$ cat src/logic/fbrg_defines.svh
/*
  fbrg_defines.svh - register offsets, reset values, field positions and
  timing figures of the fractional baud rate generator.
  Assumes it is included by bare name by every design file that needs it.
*/
`ifndef FBRG_DEFINES_SVH
`define FBRG_DEFINES_SVH

// ============================================================
// register offsets on the internal register address A3:A0
// ============================================================
`define FBRG_OFS_DIV_LOW 4'h0
`define FBRG_OFS_DIV_HIGH 4'h1
`define FBRG_OFS_FRAC_MODE 4'h2
`define FBRG_OFS_MODEM_CTRL 4'h4
`define FBRG_OFS_STATUS 4'hF

// ============================================================
// reset values
// ============================================================
`define FBRG_RST_DIV_LOW 8'h01
`define FBRG_RST_DIV_HIGH 8'h00
`define FBRG_RST_FRAC_MODE 8'h00
`define FBRG_RST_PRESCALE 1'h0

// ============================================================
// field positions
// ============================================================
`define FBRG_MODEM_PRESCALE_BIT 7
`define FBRG_FRAC_MSB 3
`define FBRG_FRAC_LSB 0
`define FBRG_MODE_MSB 5
`define FBRG_MODE_LSB 4

// ============================================================
// sampling mode codes and bit lengths in sampling clocks
// ============================================================
`define FBRG_MODE_16X 2'h0
`define FBRG_MODE_8X 2'h1
`define FBRG_MODE_4X 2'h2
`define FBRG_BITLEN_16X 5'h10
`define FBRG_BITLEN_8X 5'h08
`define FBRG_BITLEN_4X 5'h04

// ============================================================
// prescaler and divisor limits
// ============================================================
`define FBRG_PRESCALE_LAST 2'h3
`define FBRG_DIV_MIN 16'h0001

// ============================================================
// timing
// ============================================================
`define FBRG_CLK_PERIOD_NS 10
`define FBRG_RESET_MIN_NS 40
`define FBRG_RESET_MIN_CYC ((`FBRG_RESET_MIN_NS + `FBRG_CLK_PERIOD_NS - 1) / `FBRG_CLK_PERIOD_NS)

`endif

$ cat src/logic/fbrg_pkg.sv
/*
  fbrg_pkg - types shared by the baud generator modules: the register
  request carrier, the divisor configuration and each module's state.
  Assumes nothing beyond a SystemVerilog compiler.
*/
package fbrg_pkg;

  // ============================================================
  // register access request, same clock domain as the block
  // ============================================================
  typedef struct packed {
    logic wr;          // write strobe, one cycle
    logic rd;          // read strobe, one cycle
    logic [3:0] addr;  // register address A3:A0
    logic [7:0] wdata; // write data
  } fbrg_reg_req_t;

  // divisor handed to the fractional divider
  typedef struct packed {
    logic [15:0] whole; // integer part
    logic [3:0] frac;   // sixteenths
  } fbrg_div_cfg_t;

  // prescaler state
  typedef struct packed {
    logic [1:0] cnt;
    logic tick;
  } fbrg_pre_state_t;

  // fractional divider state
  typedef struct packed {
    logic [16:0] cnt;
    logic [3:0] acc;
    logic stretch;
    logic tick;
  } fbrg_div_state_t;

  // top level state
  typedef struct packed {
    logic [7:0] div_low;
    logic [7:0] div_high;
    logic [7:0] frac_mode;
    logic prescale;
    logic [4:0] bit_cnt;
    logic [7:0] rd_data;
    logic rd_valid;
    logic sample_tick;
    logic bit_tick;
    logic [1:0] mode;
    logic jitter;
  } fbrg_top_state_t;

endpackage

$ cat src/logic/fbrg_prescale.sv
/*
  fbrg_prescale - divides the input clock by 1 or 4 as an enable pulse.
  Assumes div4_in comes from a register on the same clock.
*/
`timescale 1ns/1ps
`include "fbrg_defines.svh"

module fbrg_prescale
(
  input wire logic clock_in, // input clock
  input wire logic rstn_in,  // async reset, active low
  input wire logic div4_in,  // high selects divide by 4
  output logic tick_out      // one-cycle enable per prescaled clock
);
  import fbrg_pkg::*;

  fbrg_pre_state_t st;      // registered state
  fbrg_pre_state_t next_st; // next state

  // ============================================================
  // next state
  // ============================================================
  always_comb
  begin
    next_st = st;
    if (!div4_in)
    begin
      // pass through: every clock is a prescaled clock
      next_st.tick = 1'b1;
      next_st.cnt = 2'h0;
    end
    else if (st.cnt == `FBRG_PRESCALE_LAST)
    begin
      next_st.tick = 1'b1;
      next_st.cnt = 2'h0;
    end
    else
    begin
      next_st.tick = 1'b0;
      next_st.cnt = st.cnt + 2'h1;
    end
  end

  // ============================================================
  // state register
  // ============================================================
  always_ff @(posedge clock_in or negedge rstn_in)
  begin
    if (!rstn_in)
      st <= '0;
    else
      st <= next_st;
  end

  assign tick_out = st.tick;

endmodule

$ cat src/logic/fbrg_frac_div.sv
/*
  fbrg_frac_div - divides an enable stream by integer plus sixteenths,
  stretching chosen periods by one enable so the mean is exact.
  Assumes cfg_in is registered on the same clock.
*/
`timescale 1ns/1ps
`include "fbrg_defines.svh"

module fbrg_frac_div
(
  input wire logic clock_in,                  // input clock
  input wire logic rstn_in,                   // async reset, active low
  input wire logic en_in,                     // prescaled clock enable
  input wire fbrg_pkg::fbrg_div_cfg_t cfg_in, // divisor setting
  output logic tick_out                       // one-cycle sampling clock pulse
);
  import fbrg_pkg::*;

  fbrg_div_state_t st;      // registered state
  fbrg_div_state_t next_st; // next state
  logic [15:0] whole_eff;   // integer part, zero read as one
  logic [16:0] last;        // terminal count of this period
  logic [4:0] sum;          // fraction accumulator plus carry

  // ============================================================
  // next state: a carry out of the sixteenths adds one enable
  // ============================================================
  always_comb
  begin
    next_st = st;
    next_st.tick = 1'b0;
    // an integer of zero is outside the range, so it runs as one
    whole_eff = (cfg_in.whole == 16'h0000) ? `FBRG_DIV_MIN : cfg_in.whole;
    last = {1'b0, whole_eff} - 17'h00001 + {16'h0000, st.stretch};
    sum = {1'b0, st.acc} + {1'b0, cfg_in.frac};
    if (en_in)
    begin
      // >= keeps a shrunk divisor from wrapping the counter
      if (st.cnt >= last)
      begin
        next_st.tick = 1'b1;
        next_st.cnt = 17'h00000;
        next_st.acc = sum[3:0];
        next_st.stretch = sum[4];
      end
      else
        next_st.cnt = st.cnt + 17'h00001;
    end
  end

  // ============================================================
  // state register
  // ============================================================
  always_ff @(posedge clock_in or negedge rstn_in)
  begin
    if (!rstn_in)
      st <= '0;
    else
      st <= next_st;
  end

  assign tick_out = st.tick;

endmodule

$ cat src/logic/fbrg_baud_generator.sv
/*
  fbrg_baud_generator - per-UART fractional baud rate generator: holds the
  divisor, sampling mode and prescaler registers, produces the sampling
  clock pulse and the serial bit pulse for transmitter and receiver.
  Assumes clock_in is the crystal or external clock itself and that the
  register requests come from the host interface on the same clock.
*/
// How it works
// - prescaler divides input clock by 1 or 4
// - divisor from 1 to 65536 minus 1/16
// - own generator drives 16X/8X/4X sampling clock
// - reset divisor is one: 01, 00, 00
// - two bytes integer, four bits sixteenths
// - fraction bits 5:4 pick 16X, 8X, 4X
// - 8X odd fraction: bit jitter 1/16
// - 4X odd fraction: bit jitter 1/8
// - reset pulse over 40 ns restores defaults
// - accepts input clock up to 64 MHz
// - one bit lasts 16, 8, 4 samples
`timescale 1ns/1ps
`include "fbrg_defines.svh"

module fbrg_baud_generator
(
  input wire logic clock_in,                  // crystal or external clock
  input wire logic rstn_in,                   // async reset, active low
  input wire fbrg_pkg::fbrg_reg_req_t req_in, // register read/write request
  output logic [7:0] rd_data_out,             // read data
  output logic rd_valid_out,                  // read data valid pulse
  output logic sample_tick_out,               // sampling clock pulse
  output logic bit_tick_out,                  // end of one serial bit pulse
  output logic [1:0] sample_mode_out,         // active sampling mode
  output logic jitter_flag_out                // bit time jitter expected
);
  import fbrg_pkg::*;

  fbrg_top_state_t st;      // registered state
  fbrg_top_state_t next_st; // next state
  fbrg_div_cfg_t div_cfg;   // divisor to the divider
  logic pre_tick;           // prescaled clock enable
  logic div_tick;           // sampling clock from the divider
  logic [4:0] bit_len;      // samples per bit in the active mode
  logic [1:0] mode_sel;     // decoded mode field of the register
  logic [15:0] whole_eff;   // integer part as the divider runs it

  // ============================================================
  // prescaler and fractional divider
  // ============================================================
  // the prescaler runs straight off the input clock, so its rate limit
  // is the clock limit of this block
  fbrg_prescale u_prescale
  (
    .clock_in (clock_in),
    .rstn_in (rstn_in),
    .div4_in (st.prescale),
    .tick_out (pre_tick)
  );

  // integer from the two bytes, sixteenths from the low nibble
  assign div_cfg.whole = {st.div_high, st.div_low};
  assign div_cfg.frac = st.frac_mode[`FBRG_FRAC_MSB:`FBRG_FRAC_LSB];
  assign whole_eff = (div_cfg.whole == 16'h0000) ? `FBRG_DIV_MIN : div_cfg.whole;

  fbrg_frac_div u_frac_div
  (
    .clock_in (clock_in),
    .rstn_in (rstn_in),
    .en_in (pre_tick),
    .cfg_in (div_cfg),
    .tick_out (div_tick)
  );

  // ============================================================
  // mode decode
  // ============================================================
  always_comb
  begin
    mode_sel = st.frac_mode[`FBRG_MODE_MSB:`FBRG_MODE_LSB];
    unique case (st.mode)
      `FBRG_MODE_8X: bit_len = `FBRG_BITLEN_8X;
      `FBRG_MODE_4X: bit_len = `FBRG_BITLEN_4X;
      default: bit_len = `FBRG_BITLEN_16X;
    endcase
  end

  // ============================================================
  // next state: registers, bit counter, status
  // ============================================================
  always_comb
  begin
    next_st = st;
    next_st.rd_valid = 1'b0;
    next_st.bit_tick = 1'b0;
    // one pulse per divider period is the sampling clock
    next_st.sample_tick = div_tick;
    // register writes
    if (req_in.wr)
    begin
      case (req_in.addr)
        `FBRG_OFS_DIV_LOW: next_st.div_low = req_in.wdata;
        `FBRG_OFS_DIV_HIGH: next_st.div_high = req_in.wdata;
        `FBRG_OFS_FRAC_MODE: next_st.frac_mode = req_in.wdata;
        `FBRG_OFS_MODEM_CTRL: next_st.prescale = req_in.wdata[`FBRG_MODEM_PRESCALE_BIT];
        default: next_st.prescale = st.prescale; // unmapped or read-only
      endcase
    end
    // register reads, answered one cycle later
    if (req_in.rd)
    begin
      next_st.rd_valid = 1'b1;
      case (req_in.addr)
        `FBRG_OFS_DIV_LOW: next_st.rd_data = st.div_low;
        `FBRG_OFS_DIV_HIGH: next_st.rd_data = st.div_high;
        `FBRG_OFS_FRAC_MODE: next_st.rd_data = st.frac_mode;
        `FBRG_OFS_MODEM_CTRL: next_st.rd_data = {st.prescale, 7'h00};
        `FBRG_OFS_STATUS: next_st.rd_data = {5'h00, st.jitter, st.mode};
        default: next_st.rd_data = 8'h00; // unmapped reads as zero
      endcase
    end
    // code 11 is not a mode; it runs as 16X rather than stopping
    unique case (mode_sel)
      `FBRG_MODE_8X: next_st.mode = `FBRG_MODE_8X;
      `FBRG_MODE_4X: next_st.mode = `FBRG_MODE_4X;
      default: next_st.mode = `FBRG_MODE_16X;
    endcase
    // odd sixteenths cannot split evenly over 8 or 4 samples per bit
    next_st.jitter = div_cfg.frac[0] &&
                     ((mode_sel == `FBRG_MODE_8X) || (mode_sel == `FBRG_MODE_4X));
    // bit counter; the fraction accumulator is not reset per bit, which
    // keeps the mean rate exact at the cost of the jitter above
    if (div_tick)
    begin
      if (st.bit_cnt >= bit_len - 5'h01)
      begin
        next_st.bit_tick = 1'b1;
        next_st.bit_cnt = 5'h00;
      end
      else
        next_st.bit_cnt = st.bit_cnt + 5'h01;
    end
  end

  // ============================================================
  // state register; the async reset restores every default at once,
  // so any low pulse, certainly one over 40 ns, takes effect
  // ============================================================
  always_ff @(posedge clock_in or negedge rstn_in)
  begin
    if (!rstn_in)
    begin
      st <= '0;
      st.div_low <= `FBRG_RST_DIV_LOW;
      st.div_high <= `FBRG_RST_DIV_HIGH;
      st.frac_mode <= `FBRG_RST_FRAC_MODE;
      st.prescale <= `FBRG_RST_PRESCALE;
    end
    else
      st <= next_st;
  end

  assign rd_data_out = st.rd_data;
  assign rd_valid_out = st.rd_valid;
  assign sample_tick_out = st.sample_tick;
  assign bit_tick_out = st.bit_tick;
  assign sample_mode_out = st.mode;
  assign jitter_flag_out = st.jitter;

  // ============================================================
  // checking helpers: enables per period, samples per bit
  // ============================================================
  logic [16:0] h_en_cnt; // prescaled enables since last sampling pulse
  logic [1:0] h_div_dirty; // periods a divisor write may disturb
  logic [4:0] h_smp_cnt; // sampling pulses since last bit pulse
  logic h_mode_dirty;    // mode written during this bit

  always_ff @(posedge clock_in or negedge rstn_in)
  begin
    if (!rstn_in)
    begin
      h_en_cnt <= 17'h00000;
      h_div_dirty <= 2'h0;
      h_smp_cnt <= 5'h00;
      h_mode_dirty <= 1'b0;
    end
    else
    begin
      h_en_cnt <= div_tick ? {16'h0000, pre_tick} : h_en_cnt + {16'h0000, pre_tick};
      // a write marks its own period and the next one, whose stretch
      // was decided with the old fraction
      if (req_in.wr && (req_in.addr <= `FBRG_OFS_FRAC_MODE))
        h_div_dirty <= 2'h2;
      else if (div_tick && (h_div_dirty != 2'h0))
        h_div_dirty <= h_div_dirty - 2'h1;
      h_smp_cnt <= st.bit_tick ? 5'h00 : h_smp_cnt + {4'h0, st.sample_tick};
      if (req_in.wr && (req_in.addr == `FBRG_OFS_FRAC_MODE))
        h_mode_dirty <= 1'b1;
      else if (st.bit_tick)
        h_mode_dirty <= 1'b0;
    end
  end

  // ============================================================
  // assertions
  // ============================================================
  AST_PRESCALE_BY1: assert property (@(posedge clock_in) disable iff (!rstn_in)
    (!st.prescale)[*2] |-> pre_tick)
    else $error("prescaler skipped a clock while dividing by one");

  AST_PRESCALE_BY4: assert property (@(posedge clock_in) disable iff (!rstn_in)
    st.prescale[*6] ##0 pre_tick |-> $past(pre_tick, 4) && !$past(pre_tick, 1))
    else $error("prescaler period is not four clocks");

  AST_INT_PERIOD: assert property (@(posedge clock_in) disable iff (!rstn_in)
    div_tick && (h_div_dirty == 2'h0) && (div_cfg.frac == 4'h0) |-> h_en_cnt == {1'b0, whole_eff})
    else $error("integer divisor period wrong");

  AST_FRAC_PERIOD: assert property (@(posedge clock_in) disable iff (!rstn_in)
    div_tick && (h_div_dirty == 2'h0) && (div_cfg.frac != 4'h0) |->
      (h_en_cnt == {1'b0, whole_eff}) || (h_en_cnt == {1'b0, whole_eff} + 17'h00001))
    else $error("fractional period is not integer or integer plus one");

  AST_BIT_LENGTH: assert property (@(posedge clock_in) disable iff (!rstn_in)
    st.bit_tick && !h_mode_dirty |-> (h_smp_cnt + 5'h01) == bit_len)
    else $error("bit does not last the mode's sample count");

  AST_BIT_ON_SAMPLE: assert property (@(posedge clock_in) disable iff (!rstn_in)
    st.bit_tick |-> st.sample_tick)
    else $error("bit pulse without a sampling pulse");

  AST_RESET_DEFAULTS: assert property (@(posedge clock_in)
    $rose(rstn_in) |-> (st.div_low == `FBRG_RST_DIV_LOW) && (st.div_high == `FBRG_RST_DIV_HIGH)
      && (st.frac_mode == `FBRG_RST_FRAC_MODE) && !st.prescale)
    else $error("divisor defaults wrong after reset");

  AST_MODE_DECODE: assert property (@(posedge clock_in) disable iff (!rstn_in)
    (st.frac_mode[5:4] == 2'h1)[*2] |-> sample_mode_out == `FBRG_MODE_8X ##0 bit_len == `FBRG_BITLEN_8X)
    else $error("mode field 01 did not select 8X");

  AST_JITTER_8X: assert property (@(posedge clock_in) disable iff (!rstn_in)
    (st.frac_mode[5:4] == 2'h1 && st.frac_mode[0])[*2] |-> jitter_flag_out)
    else $error("8X odd fraction not flagged");

  AST_JITTER_4X: assert property (@(posedge clock_in) disable iff (!rstn_in)
    (st.frac_mode[5:4] == 2'h2)[*2] ##0 (st.frac_mode[1:0] == 2'h0) |-> !jitter_flag_out)
    else $error("4X fraction multiple of four flagged");

  AST_READ_LOW: assert property (@(posedge clock_in) disable iff (!rstn_in)
    req_in.rd && (req_in.addr == `FBRG_OFS_DIV_LOW) |=> rd_valid_out && (rd_data_out == $past(st.div_low)))
    else $error("low divisor byte read back wrong");

  // a read answers one cycle late
  // with the value held before it
  AST_READ_HIGH: assert property (@(posedge clock_in) disable iff (!rstn_in)
    req_in.rd && (req_in.addr == `FBRG_OFS_DIV_HIGH) |=> rd_data_out == $past(st.div_high))
    else $error("high byte read wrong");

  AST_READ_FRAC: assert property (@(posedge clock_in) disable iff (!rstn_in)
    req_in.rd && (req_in.addr == `FBRG_OFS_FRAC_MODE) |=> rd_data_out == $past(st.frac_mode))
    else $error("fraction read wrong");

  // status mirrors the outputs
  AST_READ_STATUS: assert property (@(posedge clock_in) disable iff (!rstn_in)
    req_in.rd && (req_in.addr == `FBRG_OFS_STATUS) |=> rd_data_out == {5'h00, $past(st.jitter), $past(st.mode)})
    else $error("status read wrong");

  // a write lands at its own edge
  // so the next read sees it
  AST_WRITE_LOW: assert property (@(posedge clock_in) disable iff (!rstn_in)
    req_in.wr && (req_in.addr == `FBRG_OFS_DIV_LOW) |=> st.div_low == $past(req_in.wdata))
    else $error("low byte write lost");

  // modem control keeps one bit
  AST_WRITE_PRESCALE: assert property (@(posedge clock_in) disable iff (!rstn_in)
    req_in.wr && (req_in.addr == `FBRG_OFS_MODEM_CTRL) |=> st.prescale == $past(req_in.wdata[7]))
    else $error("prescale write lost");

  // field to mode takes one edge
  AST_MODE_4X: assert property (@(posedge clock_in) disable iff (!rstn_in)
    (st.frac_mode[5:4] == 2'h2)[*2] |-> sample_mode_out == `FBRG_MODE_4X)
    else $error("field 10 did not select 4X");

  // odd sixteenths cannot split over 4
  AST_JITTER_4X_ODD: assert property (@(posedge clock_in) disable iff (!rstn_in)
    (st.frac_mode[5:4] == 2'h2 && st.frac_mode[0])[*2] |-> jitter_flag_out)
    else $error("4X odd fraction not flagged");

  // 16 samples absorb any fraction
  // so the flag stays low at 16X
  AST_NO_JITTER_16X: assert property (@(posedge clock_in) disable iff (!rstn_in)
    (st.frac_mode[5:4] == 2'h0)[*2] |-> !jitter_flag_out)
    else $error("16X flagged as jitter");

  // the output is one register behind
  // the divider, nothing else gates it
  AST_SAMPLE_FOLLOWS_DIV: assert property (@(posedge clock_in) disable iff (!rstn_in)
    div_tick |=> sample_tick_out)
    else $error("divider pulse lost");

endmodule

$ cat config.mk
export PLATFORM = sky130hd
export DESIGN_NAME = fbrg_baud_generator
export DESIGN_NICKNAME = d
export VERILOG_FILES = /design/src/logic/fbrg_pkg.sv /design/src/logic/fbrg_prescale.sv /design/src/logic/fbrg_frac_div.sv /design/src/logic/fbrg_baud_generator.sv
export VERILOG_INCLUDE_DIRS = /design/src /design/src/logic
export SDC_FILE = /design/constraint.sdc
export NUM_CORES = 1
export LEC_CHECK = 0
export BUFFER_PORTS_ARGS = -buffer_cell sky130_fd_sc_hd__buf_4
export CAP_MARGIN = 5
export CORE_UTILIZATION = 40
export CTS_CLUSTER_DIAMETER = 30
export CTS_CLUSTER_SIZE = 14
export DETAILED_ROUTE_END_ITERATION = 10
export GPL_TIMING_DRIVEN = 0
export HOLD_SLACK_MARGIN = 0.08
export PLACE_DENSITY_LB_ADDON = 0.15
export SYNTH_ARGS = -nofsm -noshare
export SYNTH_HDL_FRONTEND = slang
export SYNTH_SLANG_ARGS = --single-unit
$ cat constraint.sdc
create_clock -name clock_in -period 5.12 [get_ports clock_in]
set_clock_uncertainty 0.2 [all_clocks]
set_input_delay 1.024 -clock clock_in [delete_from_list [all_inputs] [get_ports clock_in]]
set_output_delay 1.024 -clock clock_in [all_outputs]
set_load 0.02 [all_outputs]
After elaboration in Yosys (flattened, before gate mapping)
Index checks and enable logic that the tools add are counted.

storage, ports and cells
  logic and storage cells = 57
  flip-flop bits (word level) = 70
  output and inout bits = 14

operators by class
  eq/ne operators = 9
  add/sub/neg operators = 7
  order comparisons = 2
  reductions and logical operators = 9
  multiplexer cells = 13

operators by type and width
  kind                   count
  $pmux 8 s5             1
  $add 17x1->17          1
  $add 17x1->17 const B  1
  $ge 17x17->1           1
  $mux 17                1
  $sub 16x1->17 const B  1
  $logic_not 16->1       1
  $mux 16                1
  $pmux 5 s2             1
  $reduce_and 2->1       5
  $eq 2x2->1 const B     3
  $mux 3                 2
  $add 4x4->5            1
  $add 5x1->5 const B    1
  $ge 5x5->1             1
  $mux 1                 5
  $mux 5                 1
  $sub 5x1->5 const B    1
  $eq 2x1->1 const B     2
  $eq 4x1->1 const B     1
  $eq 4x2->1 const B     1
  $eq 4x3->1 const B     1
  $eq 4x4->1 const B     1
  $logic_not 4->1        1
  4 further kinds        4

Longest topological paths before layout
Gate-level depths: netlist of the first run.

  word-level depth = 7
  depth in mapped cells = 19

Hierarchy
A second synthesis of the first run with hierarchy kept.

second synthesis, totals
  cells, all modules = 387
  area, all modules = 4091.4 um^2

by module, submodules not included
  module               area an instance (um^2)  cells an instance  seq. area each (um^2)  instances
  fbrg_baud_generator  2133.3                   179                1102.3                 1
  fbrg_frac_div        1844.3                   201                575.6                  1
  fbrg_prescale        113.9                    7                  75.1                   1

Worst setup path before layout of the first run
OpenSTA, ideal clock, no wires.

  path type = register to register
  from = register st (netlist bit div_cfg[9])
  to = register u_frac_div.st[2] (netlist bit)
  arrival = 3.669 ns
  buffers on the path = 1
  path slack = 1.126 ns
  cell stages (with the launch flop) = 19
  period minus slack after synthesis = 3.994 ns
  required time = 4.795 ns
  path through = dfrtp_1 > or3_1 > nor3b_1 > a31oi_1 > ha_1 > ha_1 > nand2_1 > nor2_1 > and2_1 > nand2_1 > xor2_1 > ha_1 > a21oi_1 > nor2_1 > a211oi_1 > o311ai_4 > and2_4 > buf_8 > mux2_4

on the way
  word-level cells in the longest chain between the ends = 6

RTL lines
  what                                   line                        RTL
  from (decl)                            fbrg_baud_generator.sv:37   fbrg_top_state_t st;
  from (signal assigned)                 fbrg_baud_generator.sv:158  st <= next_st;
  $logic_not 16->1                       fbrg_frac_div.sv:33         whole_eff = (cfg_in.whole == 16'h0000) ? `FBRG_DIV_MIN : cfg_in.whole;
  $mux 16 (*)                            fbrg_frac_div.sv:33
  $sub 16x1->17 (*)                      fbrg_frac_div.sv:34         last = {1'b0, whole_eff} - 17'h00001 + {16'h0000, st.stretch};
  $add 17x1->17 (*)                      fbrg_frac_div.sv:34
  $ge 17x17->1 (*)                       fbrg_frac_div.sv:39         if (st.cnt >= last)
  $reduce_and 2->1 (no source line) (*)  --
  to (signal assigned)                   fbrg_frac_div.sv:59         st <= next_st;
  to (decl)                              fbrg_frac_div.sv:19         fbrg_div_state_t st;

Mark *: on every way between the ends. The rest lies on a longest branch, timed or not.
A chain may end at the register's enable or synchronous reset.

Final worst setup path of the first run
Ends and elaborated chain as after synthesis.

==> results.md, run 1 <==
| Metric | Reported | Unit |
|:---|:---|:---|
| Antenna violations before repair | 0 | - |
| Final hold violation count | 0 | - |
| Critical path type | reg2reg | - |
| CTS Root Cell | sky130_fd_sc_hd__clkbuf_8 | - |
| Largest family of logic cells by synthesized area | simple AND/OR/NAND/NOR gates | - |
| Wire length of the first global-routing pass | 13600 | µm |
| Number of flops mapped to enable cells by yosys | 0 | - |
| Max Clock Freq | 0.220 | GHz |
| Most frequent standard cell in the layout excluding fill and tap cells | sky130_fd_sc_hd__dfrtp_1 | - |
| Final count of pins violating max slew | 0 | - |
| Ports placed on the boundary | 30 | - |
| Number of buffers inserted to repair setup after CTS | 0 | - |
| Die H | 102 | µm |
| Instance count along the most critical hold path | 0 | - |
| Area delta synth->final | 13.3 | % |
| Commonest non-fill, non-tap cells in the layout | sky130_fd_sc_hd__dfrtp_1 (69), sky130_fd_sc_hd__nor2_1 (38), sky130_fd_sc_hd__buf_4 (38) | - |
| Antenna Cells | 0 | - |
| Total of max-cap violations | 0 | - |
| Maximum number of pins on one net before global-route repair | 71 | - |
| Worst slew margin | 41.2 | % |
| Count of different cell masters after synthesis | 47 | - |
| Met3 GRT Util | 4.10 | % |
| Clock buffers created by TritonCTS | 9 | - |
| Maximum level of the CTS H-tree | 3 | - |
| Mean routed wirelength per cell | 14.4 | µm |
| Final weighted congestion of routability-driven global placement | 0.766 | - |
| Total clock sinks | 70 | - |
| Number of global-route vias before repair | 2717 | - |
| Die width | 102 | µm |
| Placed standard-cell area | 4410 | µm² |
| Tightest Pin Transition | 0.882 | ns |
| Start point of the worst min-delay path | u_frac_div.tick_out | - |
| Beginning of the worst register-to-register path | div_cfg[9] | - |
| Max Root-Sink Buffers | 2 | - |
| Number of failing setup endpoints in the final timing report | 0 | - |
| Setup repair after global routing missed its margin | false | - |
| Required time worst endpoint | 5.14 | ns |
| Worst setup slack after layout | 0.573 | ns |
| Proportion of layout cells with a drive suffix above 1 | 20.4 | % |
| CTS tree | done | - |
| Launching instance or port of the critical path | div_cfg[9] | - |
| Fraction of synthesis flops using an asynchronous set or reset pin | 100 | % |
| Fraction of the mapped netlist area in adder cells | 10.4 | % |
| Port bufs | 28 | - |
| Met2 usage in global routing | 26.7 | % |
| Worst endpoint data arrival time | 4.57 | ns |
| Filler instances | 937 | - |
| Gates resized, CTS repair | 0 | - |
| Worst slack, placed | 0.607 | ns |
| Clock-pin slew on the worst setup and hold paths | 0.07 | ns |
| Post-detailed-placement half-perimeter wirelength | 6010 | µm |
| Summed negative setup slack over all endpoints | 0 | ns |
| Full die area | 10500 | µm² |
| Reg2reg path depth | 18 | - |
| Share of the clock period used by the worst path after layout | 88.8 | % |
| Total of flip-flops plus latches after synthesis | 70 | - |
| GRT Util Overall | 17.1 | % |
| Average vias per placed instance | 4.98 | - |
| Clock latency at the later pin of the worst-skew pair | 0.34 | ns |
| Power per unit of standard cell area | 368 | nW/µm² |
| Startpoint kind of the worst setup timing path | flip-flop | - |
| Final routed DRC violation total | 0 | - |
| Final cell area excluding filler cells | 4570 | µm² |
| Main flop type after synthesis | sky130_fd_sc_hd__dfrtp_1 | - |
| Multiplexer share of the synthesized area | 10.6 | % |
| Count of TritonRoute iterations in the first routing pass | 4 | - |
| Core region area | 9770 | µm² |
| Number of antenna-violating nets in the routed design | 0 | - |
| Mapped Nets | 436 | - |
| Global Route met1 Usage | 23.9 | % |
| Count of hold-fix buffers inserted at cts | 0 | - |
| Post-synthesis cell count | 388 | - |
| DRC marker count from the first detailed-route iteration | 82 | - |
| Wirelength, routed | 8120 | µm |
| Global route hottest layer | met2 | - |
| Tmin final | 4.55 | ns |
| Compound-Gate Fraction of Synth Area | 10.2 | % |
| Worst IR Drop VDD | 0.000201 | V |
| Remaining global-route overflow | 0 | - |
| Vias post-DR | 2814 | - |
| Outcome | completed | - |
| Leak Pwr | 0.00216 | µW |
| Number of standard-cell rows in the floorplan | 36 | - |
| Xor and xnor area share after synthesis | 5.87 | % |
| Average cell area after synthesis | 10.4 | µm² |
| Element type at the critical path end | flip-flop | - |
| Critical path peak fanout | 9 | - |
| Seq/Total Area, Yosys | 43.5 | % |
| Area of the mapped netlist | 4030 | µm² |
| Effective utilization at floorplan | 41.2 | % |
| Yosys Warn Count | 0 | - |
| Area fraction in and, or, nand and nor cells after synthesis | 13.7 | % |
| Type of the worst min-delay path | reg2reg | - |
| Net total in the final layout | 475 | - |
==> layout make-up <==
cell class | count | area [µm²] | share of cell area, %
clock buffers | 11 | 131 | 2.88
repair buffers | 28 | 210 | 4.60
clock inverters | 5 | 27.5 | 0.603
multi-input cells | 270 | 2040 | 44.7
flip-flops and latches | 70 | 1750 | 38.4
inverters | 27 | 101 | 2.22
plain buffers | 21 | 135 | 2.96
well taps | 133 | 166 | 3.64
==> critical path: stages (launching register included) <==
cell	delay [ns]
sky130_fd_sc_hd__dfrtp_1	0.44
sky130_fd_sc_hd__or3_1	0.46
sky130_fd_sc_hd__nor3b_1	0.23
sky130_fd_sc_hd__a31oi_1	0.15
sky130_fd_sc_hd__ha_1	0.25
sky130_fd_sc_hd__ha_1	0.23
sky130_fd_sc_hd__nand2_1	0.11
sky130_fd_sc_hd__nor2_1	0.07
sky130_fd_sc_hd__and2_1	0.19
sky130_fd_sc_hd__nand2_1	0.09
sky130_fd_sc_hd__xor2_1	0.18
sky130_fd_sc_hd__ha_1	0.28
sky130_fd_sc_hd__a21oi_1	0.14
sky130_fd_sc_hd__nor2_1	0.06
sky130_fd_sc_hd__a211oi_1	0.42
sky130_fd_sc_hd__o311ai_4	0.26
sky130_fd_sc_hd__and2_4	0.23
sky130_fd_sc_hd__buf_8	0.14
sky130_fd_sc_hd__mux2_4	0.29
==> state kept, by name (all words and copies together) (netlist names) <==
name	count
mode_sel	2
u_prescale.st	2
div_cfg	20
rd_data_out	8
sample_mode_out	2
jitter_flag_out	1
u_frac_div.tick_out	1
u_prescale.tick_out	1
rd_valid_out	1
bit_tick_out	1
u_frac_div.st	22
st	8
sample_tick_out	1
==> metrics by stage <==
stage | hold slack, ns | utilization, % | std cells | total power, µW
3_5_place_dp | 0.163 | 45.1 | 549 | 1320
3_3_place_gp | 0.163 | 45.1 | 549 | 1290
6_report | 0.176 | 46.7 | 565 | 1680
4_1_cts | 0.180 | 46.7 | 565 | 1710
5_1_grt | 0.195 | 46.7 | 565 | 1820
2_1_floorplan | 0.152 | - | 388 | 1160
==> Yosys cell counts, types with 11 or more instances <==
master,count,area (µm²)
sky130_fd_sc_hd__o22ai_1,11,68.8
sky130_fd_sc_hd__ha_1,31,388
sky130_fd_sc_hd__xnor2_1,18,158
sky130_fd_sc_hd__nand3_1,11,55.1
sky130_fd_sc_hd__inv_1,27,101
sky130_fd_sc_hd__nand2_1,25,93.8
sky130_fd_sc_hd__nor2_1,38,143
sky130_fd_sc_hd__dfrtp_1,69,1730
sky130_fd_sc_hd__mux2_2,25,282
sky130_fd_sc_hd__o21ai_0,12,60.1
sky130_fd_sc_hd__a21oi_1,12,60.1
==> metal layers <==
metal	wire [µm]	share of wire, %
met2	3840	47
met1	3970	49
met5	0	0
met4	87	1.1
met3	226	2.8
==> logic make-up after synthesis <==
logic type | count (synthesis)
and+or+nand+nor | 114
muxes | 38
buffers and inverters | 48
DFF | 70
AOI/OAI and AO/OA | 58
xor gates and xnor gates | 27
adders and majority gates | 33
==> power breakdown <==
| group | switching, µW | internal [µW] | leakage [µW] | total, µW |
|---|---|---|---|---|
| Combinational | 270 | 261 | 0.00116 | 531 |
| Clock | 207 | 173 | 0.0000829 | 379 |
| Sequential | 111 | 658 | 0.000911 | 769 |
| Total | 588 | 1090 | 0.00216 | 1680 |
==> path summary, 6_finish.rpt <==
kind / slack (ns) / to
max: 0.57 / u_frac_div.st[2]
max in group asynchronous: 3.54 / u_frac_div.st[2]
min reg2reg: 0.18 / sample_tick_out
max reg2reg: 0.57 / u_frac_div.st[2]
min in group asynchronous: 0.59 / st[26]
min: 0.18 / sample_tick_out
No activity file was read; power rests on OpenSTA's default activity.
==> run 2: changes to the inputs <==
--- a/config.mk
+++ b/config.mk
@@ -7,8 +7,8 @@
 export NUM_CORES = 1
 export LEC_CHECK = 0
 export BUFFER_PORTS_ARGS = -buffer_cell sky130_fd_sc_hd__buf_4
-export CAP_MARGIN = 5
-export CORE_UTILIZATION = 40
+export CAP_MARGIN = 10
+export CORE_UTILIZATION = 25
 export CTS_CLUSTER_DIAMETER = 30
 export CTS_CLUSTER_SIZE = 14
 export DETAILED_ROUTE_END_ITERATION = 10
==> results.md, run 2 (same netlist as run 1, synthesis figures left out) <==
| Metric | Reported | Unit | vs previous |
|:---|:---|:---|:---|
| Outcome | completed | - |  |
| Vias post-DR | 2852 | - | +1.4% |
| Final cell area excluding filler cells | 4780 | µm² | +4.6% |
| Type of the worst min-delay path | reg2reg | - |  |
| Max Root-Sink Buffers | 2 | - | unchanged |
| Worst setup slack after layout | 0.579 | ns | +0.00634 ns |
| Largest stage delay, worst path | 0.46 | ns | about the same |
| Die width | 129 | µm | +26% |
| Startpoint kind of the worst setup timing path | flip-flop | - |  |
| Maximum level of the CTS H-tree | 3 | - | unchanged |
| Die H | 129 | µm | +26% |
| Remaining global-route overflow | 0 | - | unchanged |
| Clock latency at the later pin of the worst-skew pair | 0.34 | ns | about the same |
| CTS Root Cell | sky130_fd_sc_hd__clkbuf_16 | - |  |
| Number of buffers inserted to repair setup after CTS | 0 | - | unchanged |
| Average vias per placed instance | 4.40 | - | -12% |
| Critical path type | reg2reg | - |  |
| Net total in the final layout | 475 | - | unchanged |
| Mean routed wirelength per cell | 14.1 | µm | -2.1% |
| Port bufs | 28 | - | unchanged |
| Critical path peak fanout | 9 | - | unchanged |
| Worst slack, placed | 0.581 | ns | -0.0260 ns |
| Count of hold-fix buffers inserted at cts | 0 | - | unchanged |
| Worst IR Drop VDD | 0.000165 | V | -18% |
| Element type at the critical path end | flip-flop | - |  |
| Wire length of the first global-routing pass | 14900 | µm | +9.4% |
| Area delta synth->final | 18.5 | % |  |
| Final count of pins violating max slew | 0 | - | unchanged |
| Placed standard-cell area | 4510 | µm² | +2.4% |
| Total clock sinks | 70 | - | unchanged |
| Number of failing setup endpoints in the final timing report | 0 | - | unchanged |
| Total Power | 1890 | µW | +12% |
| Proportion of layout cells with a drive suffix above 1 | 19.9 | % | -0.46 points |
| Core region area | 15800 | µm² | +62% |
| Cell with the biggest individual delay on the critical path | sky130_fd_sc_hd__or3_1 | - |  |
| Antenna Cells | 0 | - | unchanged |
| Count of TritonRoute iterations in the first routing pass | 4 | - | unchanged |
| Total of max-cap violations | 0 | - | unchanged |
| Worst slew margin | 38.4 | % | -2.9 points |
| DRC marker count from the first detailed-route iteration | 160 | - | +95% |
| Antenna violations before repair | 0 | - | unchanged |
| Clock-pin slew on the worst setup and hold paths | 0.06 | ns | about the same |
| Required time worst endpoint | 5.14 | ns | about the same |
| Number of antenna-violating nets in the routed design | 0 | - | unchanged |
| Commonest non-fill, non-tap cells in the layout | sky130_fd_sc_hd__dfrtp_1 (69), sky130_fd_sc_hd__nor2_1 (38), sky130_fd_sc_hd__buf_4 (38) | - |  |
| Full die area | 16600 | µm² | +59% |
| Final weighted congestion of routability-driven global placement | 0.734 | - | -4.1% |
| Crit-path leading delay family | simple AND/OR/NAND/NOR gates | - |  |
| Number of global-route vias before repair | 2881 | - | +6.0% |
| Maximum number of pins on one net before global-route repair | 71 | - | unchanged |
| Most frequent standard cell in the layout excluding fill and tap cells | sky130_fd_sc_hd__dfrtp_1 | - |  |
| CTS tree | done | - |  |
| Register name with the most flops | u_frac_div.st | - |  |
| Ports placed on the boundary | 30 | - | unchanged |
| Clock buffers created by TritonCTS | 9 | - | unchanged |
| Effective utilization at floorplan | 25.5 | % | -16 points |
| Worst path most repeated cell | sky130_fd_sc_hd__ha_1 | - |  |
| Leak Pwr | 0.00220 | µW | +2.0% |
| Critical path buffer and inverter count | 1 | - | unchanged |
| Final routed DRC violation total | 0 | - | unchanged |
| Number of standard-cell rows in the floorplan | 46 | - | +28% |
| Worst endpoint data arrival time | 4.56 | ns | about the same |
| Power per unit of standard cell area | 395 | nW/µm² | +7.4% |
| Summed negative setup slack over all endpoints | 0 | ns | unchanged |
| Setup repair after global routing missed its margin | false | - |  |
| Filler instances | 1646 | - | +76% |
| Flip-flop count of the largest register, all copies and words added | 22 | - | unchanged |
| Tmin final | 4.54 | ns | -0.00634 ns |
| Max Clock Freq | 0.220 | GHz | +0.14% |
| Tightest Pin Transition | 0.924 | ns | +0.0428 ns |
| Ordered cell list for the critical path | or3_1 -> nor3b_1 -> a31oi_1 -> ha_1 -> ha_1 -> nand2_1 -> nor2_1 -> and2_1 -> nand2_1 -> xor2_1 -> ha_1 -> a21oi_1 -> nor2_1 -> a211oi_1 -> o311ai_4 -> and2_4 -> buf_8 -> mux2_4 | - |  |
| Final hold violation count | 0 | - | unchanged |
| Share of the clock period used by the worst path after layout | 88.7 | % | -0.12 points |
| GRT Util Overall | 12.0 | % | -5.1 points |
| Post-detailed-placement half-perimeter wirelength | 6670 | µm | +11% |
| Gates resized, CTS repair | 0 | - | unchanged |
| Wirelength, routed | 9120 | µm | +12% |
## run 2: worst reg2reg max path: stages (launching register included)
cell,delay (ns)
sky130_fd_sc_hd__dfrtp_1,0.45
sky130_fd_sc_hd__or3_1,0.47
sky130_fd_sc_hd__nor3b_1,0.24
sky130_fd_sc_hd__a31oi_1,0.15
sky130_fd_sc_hd__ha_1,0.25
sky130_fd_sc_hd__ha_1,0.23
sky130_fd_sc_hd__nand2_1,0.12
sky130_fd_sc_hd__nor2_1,0.07
sky130_fd_sc_hd__and2_1,0.19
sky130_fd_sc_hd__nand2_1,0.08
sky130_fd_sc_hd__xor2_1,0.17
sky130_fd_sc_hd__ha_1,0.27
sky130_fd_sc_hd__a21oi_1,0.14
sky130_fd_sc_hd__nor2_1,0.06
sky130_fd_sc_hd__a211oi_1,0.41
sky130_fd_sc_hd__o311ai_4,0.26
sky130_fd_sc_hd__and2_4,0.23
sky130_fd_sc_hd__buf_8,0.14
sky130_fd_sc_hd__mux2_4,0.29
## run 2: worst paths after layout
check | slack (ns) | depth (start not counted) | from | end
hold / removal | 0.18 | 0 | u_frac_div.tick_out | sample_tick_out
min in group asynchronous | 0.62 | 1 | rstn_in | st[16]
hold reg to reg | 0.18 | 0 | u_frac_div.tick_out | sample_tick_out
setup / recovery | 0.58 | 18 | div_cfg[9] | u_frac_div.st[5]
max in group asynchronous | 3.50 | 1 | rstn_in | div_cfg[7]
setup reg to reg | 0.58 | 18 | div_cfg[9] | u_frac_div.st[5]
## run 2: layer usage
layer / share of wire (%) / track usage (%) / up-vias
met2: 47 / 19.2 / 39
met1: 48 / 15.3 / 1381
li1: - / - / 1425
met5: 0 / 0 / -
met4: 1.4 / 6.23 / 0
met3: 3.4 / 2.54 / 7
## run 2: final cells by class
| cell class | count | area (µm²) | area share [%] |
|---|---|---|---|
| repair buffers | 28 | 210 | 4.40 |
| clock buffers | 14 | 254 | 5.32 |
| clock inverters | 2 | 12.5 | 0.262 |
| inverters | 27 | 101 | 2.12 |
| multi-input cells | 270 | 2040 | 42.7 |
| well taps | 216 | 270 | 5.66 |
| flip-flops and latches | 70 | 1750 | 36.7 |
| plain buffers | 21 | 135 | 2.83 |
## run 2: per-stage QoR
stage | hold WS [ns] | utilization, % | instances
after floorplan | 0.152 | - | 388
after global placement | 0.160 | 28.5 | 632
after detailed placement | 0.165 | 28.5 | 632
after CTS | 0.180 | 30.2 | 648
after global routing | 0.189 | 30.2 | 648
final | 0.176 | 30.2 | 648
## run 2: power breakdown
group	internal, µW	total [µW]	switching [µW]	leakage (µW)
clock	341	578	237	0.000127
combinational	261	538	277	0.00116
sequential	659	771	112	0.000911
total	1260	1890	626	0.00220
==> run 3: changes to the inputs <==
--- a/config.mk
+++ b/config.mk
@@ -6,6 +6,7 @@
 export SDC_FILE = /design/constraint.sdc
 export NUM_CORES = 1
 export LEC_CHECK = 0
+export ABC_AREA = 1
 export BUFFER_PORTS_ARGS = -buffer_cell sky130_fd_sc_hd__buf_4
 export CAP_MARGIN = 10
 export CORE_UTILIZATION = 25
==> results.md, run 3 <==
| Metric | Reported | Unit | vs previous |
|:---|:---|:---|:---|
| Power per unit of standard cell area | 400 | nW/µm² | +1.2% |
| Worst endpoint data arrival time | 4.09 | ns | -0.47 ns |
| CTS tree | done | - |  |
| Outcome | completed | - |  |
| Yosys Warn Count | 0 | - | unchanged |
| Leak Pwr | 0.00247 | µW | +12% |
| Antenna violations before repair | 0 | - | unchanged |
| CTS Root Cell | sky130_fd_sc_hd__clkbuf_16 | - |  |
| GRT Util Overall | 12.9 | % | +0.90 points |
| Area of the mapped netlist | 4160 | µm² | +3.3% |
| Element type at the critical path end | flip-flop | - |  |
| Final cell area excluding filler cells | 4940 | µm² | +3.3% |
| Effective utilization at floorplan | 25.9 | % | +0.45 points |
| Count of TritonRoute iterations in the first routing pass | 5 | - | +1 |
| Max Clock Freq | 0.246 | GHz | +12% |
| Type of the worst min-delay path | reg2reg | - |  |
| Required time worst endpoint | 5.15 | ns | about the same |
| Main flop type after synthesis | sky130_fd_sc_hd__dfrtp_1 | - |  |
| Finished Layout Cells | 777 | - | +20% |
| Critical path type | reg2reg | - |  |
| Net total in the final layout | 604 | - | +27% |
| Most frequent cells after synthesis | sky130_fd_sc_hd__nand2_1 (140), sky130_fd_sc_hd__dfrtp_1 (69), sky130_fd_sc_hd__inv_1 (63) | - |  |
| Vias post-DR | 3290 | - | +15% |
| Final count of pins violating max slew | 0 | - | unchanged |
| Ports placed on the boundary | 30 | - | unchanged |
| Total clock sinks | 70 | - | unchanged |
| Leading cell type by number of instances after synthesis | sky130_fd_sc_hd__nand2_1 | - |  |
| Most frequent standard cell in the layout excluding fill and tap cells | sky130_fd_sc_hd__nand2_1 | - |  |
| Antenna Cells | 0 | - | unchanged |
| DRC marker count from the first detailed-route iteration | 136 | - | -15% |
| Final routed DRC violation total | 0 | - | unchanged |
| Port bufs | 29 | - | +3.6% |
| Count of different cell masters after synthesis | 39 | - | -17% |
| Summed negative setup slack over all endpoints | 0 | ns | unchanged |
| Critical path peak fanout | 10 | - | +1 |
| Maximum level of the CTS H-tree | 3 | - | unchanged |
| Average cell area after synthesis | 8.06 | µm² | -22% |
| Die width | 131 | µm | +1.6% |
| Total of flip-flops plus latches after synthesis | 70 | - | unchanged |
| Register name with the most flops | u_frac_div.st | - |  |
| Proportion of layout cells with a drive suffix above 1 | 14.4 | % | -5.5 points |
| Area delta synth->final | 18.6 | % | about the same |
| Share of the clock period used by the worst path after layout | 79.3 | % | -9.4 points |
| Worst setup slack after layout | 1.06 | ns | +0.479 ns |
| Worst hold margin | 0.174 | ns | -0.00136 ns |
| Clock latency at the later pin of the worst-skew pair | 0.34 | ns | about the same |
| Worst IR Drop VDD | 0.000152 | V | -7.8% |
| Tmin final | 4.06 | ns | -0.479 ns |
| Fraction of synthesis flops using an asynchronous set or reset pin | 100 | % | unchanged |
| Number of global-route vias before repair | 3283 | - | +14% |
| Seq/Total Area, Yosys | 42.1 | % | -1.4 points |
| Total of max-cap violations | 0 | - | unchanged |
| Mapped Nets | 564 | - | +29% |
| Mean routed wirelength per cell | 12.5 | µm | -11% |
| Core region area | 16100 | µm² | +1.5% |
| Clock-pin slew on the worst setup and hold paths | 0.06 | ns | about the same |
| Number of antenna-violating nets in the routed design | 0 | - | unchanged |
| Max Root-Sink Buffers | 2 | - | unchanged |
| Post-Place Cells | 761 | - | +20% |
| Instance count along the most critical hold path | 0 | - | unchanged |
| Worst slack, placed | 1.04 | ns | +0.463 ns |
| Cell accounting for the most synthesized area | sky130_fd_sc_hd__dfrtp_1 | - |  |
| Worst slew margin | 38.8 | % | +0.48 points |
| Final hold violation count | 0 | - | unchanged |
| Post-synthesis cell count | 516 | - | +33% |
| Remaining global-route overflow | 0 | - | unchanged |
| Average vias per placed instance | 4.23 | - | -3.8% |
| Number of standard-cell rows in the floorplan | 46 | - | unchanged |
| Gates resized, CTS repair | 0 | - | unchanged |
| Count of hold-fix buffers inserted at cts | 0 | - | unchanged |
| Clock buffers created by TritonCTS | 9 | - | unchanged |
| Area share of the largest cell type after synthesis | 41.5 | % | -1.4 points |
| Startpoint kind of the worst setup timing path | flip-flop | - |  |
| Number of flops mapped to enable cells by yosys | 0 | - | unchanged |
| Die H | 131 | µm | +1.6% |
| Final weighted congestion of routability-driven global placement | 0.792 | - | +8.0% |
| Wirelength, routed | 9720 | µm | +6.6% |
| Wire length of the first global-routing pass | 16500 | µm | +11% |
| Reg2reg path depth | 21 | - | +3 |
| Full die area | 17200 | µm² | +3.2% |
| Post-detailed-placement half-perimeter wirelength | 7600 | µm | +14% |
| Setup repair after global routing missed its margin | false | - |  |
| Largest cells by area after synthesis | sky130_fd_sc_hd__dfrtp_1 (41%), sky130_fd_sc_hd__nand2_1 (13%), sky130_fd_sc_hd__ha_1 (9.3%) | - |  |
| Tightest Pin Transition | 0.917 | ns | -0.00720 ns |
| Number of buffers inserted to repair setup after CTS | 0 | - | unchanged |
| Flip-flop count of the largest register, all copies and words added | 22 | - | unchanged |
| Commonest non-fill, non-tap cells in the layout | sky130_fd_sc_hd__nand2_1 (140), sky130_fd_sc_hd__dfrtp_1 (69), sky130_fd_sc_hd__inv_1 (63) | - |  |
| Number of failing setup endpoints in the final timing report | 0 | - | unchanged |
| Maximum number of pins on one net before global-route repair | 71 | - | unchanged |
| Placed standard-cell area | 4650 | µm² | +3.1% |
## run 3: changes by cell type after synthesis, sizes merged, moves of 5 or more
cell	before	now
a21o	6	1
and2	5	0
inv	27	66
mux2	28	3
mux2i	10	0
nand2	25	142
nand3	11	24
nor2	38	59
o21ai	12	40
o22ai	11	0
xnor2	18	8
xor2	9	19
## run 3: cell families (layout without fill, tap and decap cells)
kind of cell / Yosys count / after routing / synth area share (%)
multiplexers: 3 / 3 / 0.812
buffers and inverters: 83 / 128 / 8.84
AO/OA/AOI/OAI: 57 / 57 / 7.52
XOR/XNOR: 27 / 27 / 5.68
flip-flops: 70 / 70 / 42.1
adder cells (fa/ha/maj): 32 / 32 / 9.80
AND/OR/NAND/NOR: 244 / 244 / 25.2
## run 3: layer usage
metal	share of wire [%]	global-route usage (%)	vias up	wire, µm
met5	0	0	-	0
met4	1.2	4.19	0	113
met3	2.6	3.95	10	252
met2	47	20.4	35	4580
met1	49	16.8	1532	4770
li1	-	-	1713	-
## run 3: critical path, cell delays in order, from the launching register on
cell and delay [ns]:
sky130_fd_sc_hd__dfrtp_1 0.48, sky130_fd_sc_hd__nor2_1 0.10, sky130_fd_sc_hd__nand2_1 0.14, sky130_fd_sc_hd__nor2_1 0.06, sky130_fd_sc_hd__a41oi_1 0.26, sky130_fd_sc_hd__ha_1 0.23, sky130_fd_sc_hd__ha_1 0.22, sky130_fd_sc_hd__nand2_1 0.13
sky130_fd_sc_hd__nor3_2 0.25, sky130_fd_sc_hd__nand2_1 0.10, sky130_fd_sc_hd__or3_1 0.32, sky130_fd_sc_hd__ha_1 0.34, sky130_fd_sc_hd__nand2_1 0.10, sky130_fd_sc_hd__nor2_2 0.13, sky130_fd_sc_hd__nand2_1 0.09, sky130_fd_sc_hd__nor2_1 0.11
sky130_fd_sc_hd__nand2_1 0.09, sky130_fd_sc_hd__nand4_4 0.17, sky130_fd_sc_hd__nand2_4 0.11, sky130_fd_sc_hd__inv_4 0.11, sky130_fd_sc_hd__buf_6 0.15, sky130_fd_sc_hd__nor2_1 0.05
## run 3: worst paths after layout
check	startpoint	end	slack [ns]
setup / recovery	div_cfg[9]	u_frac_div.st[14]	1.06
hold reg to reg	u_frac_div.tick_out	sample_tick_out	0.17
setup reg to reg	div_cfg[9]	u_frac_div.st[14]	1.06
min in group asynchronous	rstn_in	rd_data_out[3]	0.62
hold / removal	u_frac_div.tick_out	sample_tick_out	0.17
max in group asynchronous	rstn_in	u_prescale.st[2]	3.51
## run 3: layout make-up
| type | count | area [µm²] |
|---|---|---|
| fillers | 1708 | 11100 |
| multi-input cells | 363 | 2040 |
| flip-flops and latches | 70 | 1750 |
| well taps | 216 | 270 |
| clock buffers | 11 | 253 |
| inverters | 66 | 250 |
| repair buffers | 29 | 218 |
| plain buffers | 17 | 118 |
| clock inverters | 5 | 33.8 |
## run 3: where the power goes
part	internal [µW]	total (µW)	switching, µW
registers	658	780	122
logic	254	600	345
clock network	353	595	242
## run 3: stage by stage
stage | utilization (%) | total power, µW
after floorplan | - | 1210
after global placement | 29.0 | 1390
after detailed placement | 29.0 | 1400
after CTS | 30.7 | 2010
after global routing | 30.7 | 2150
final | 30.7 | 1970
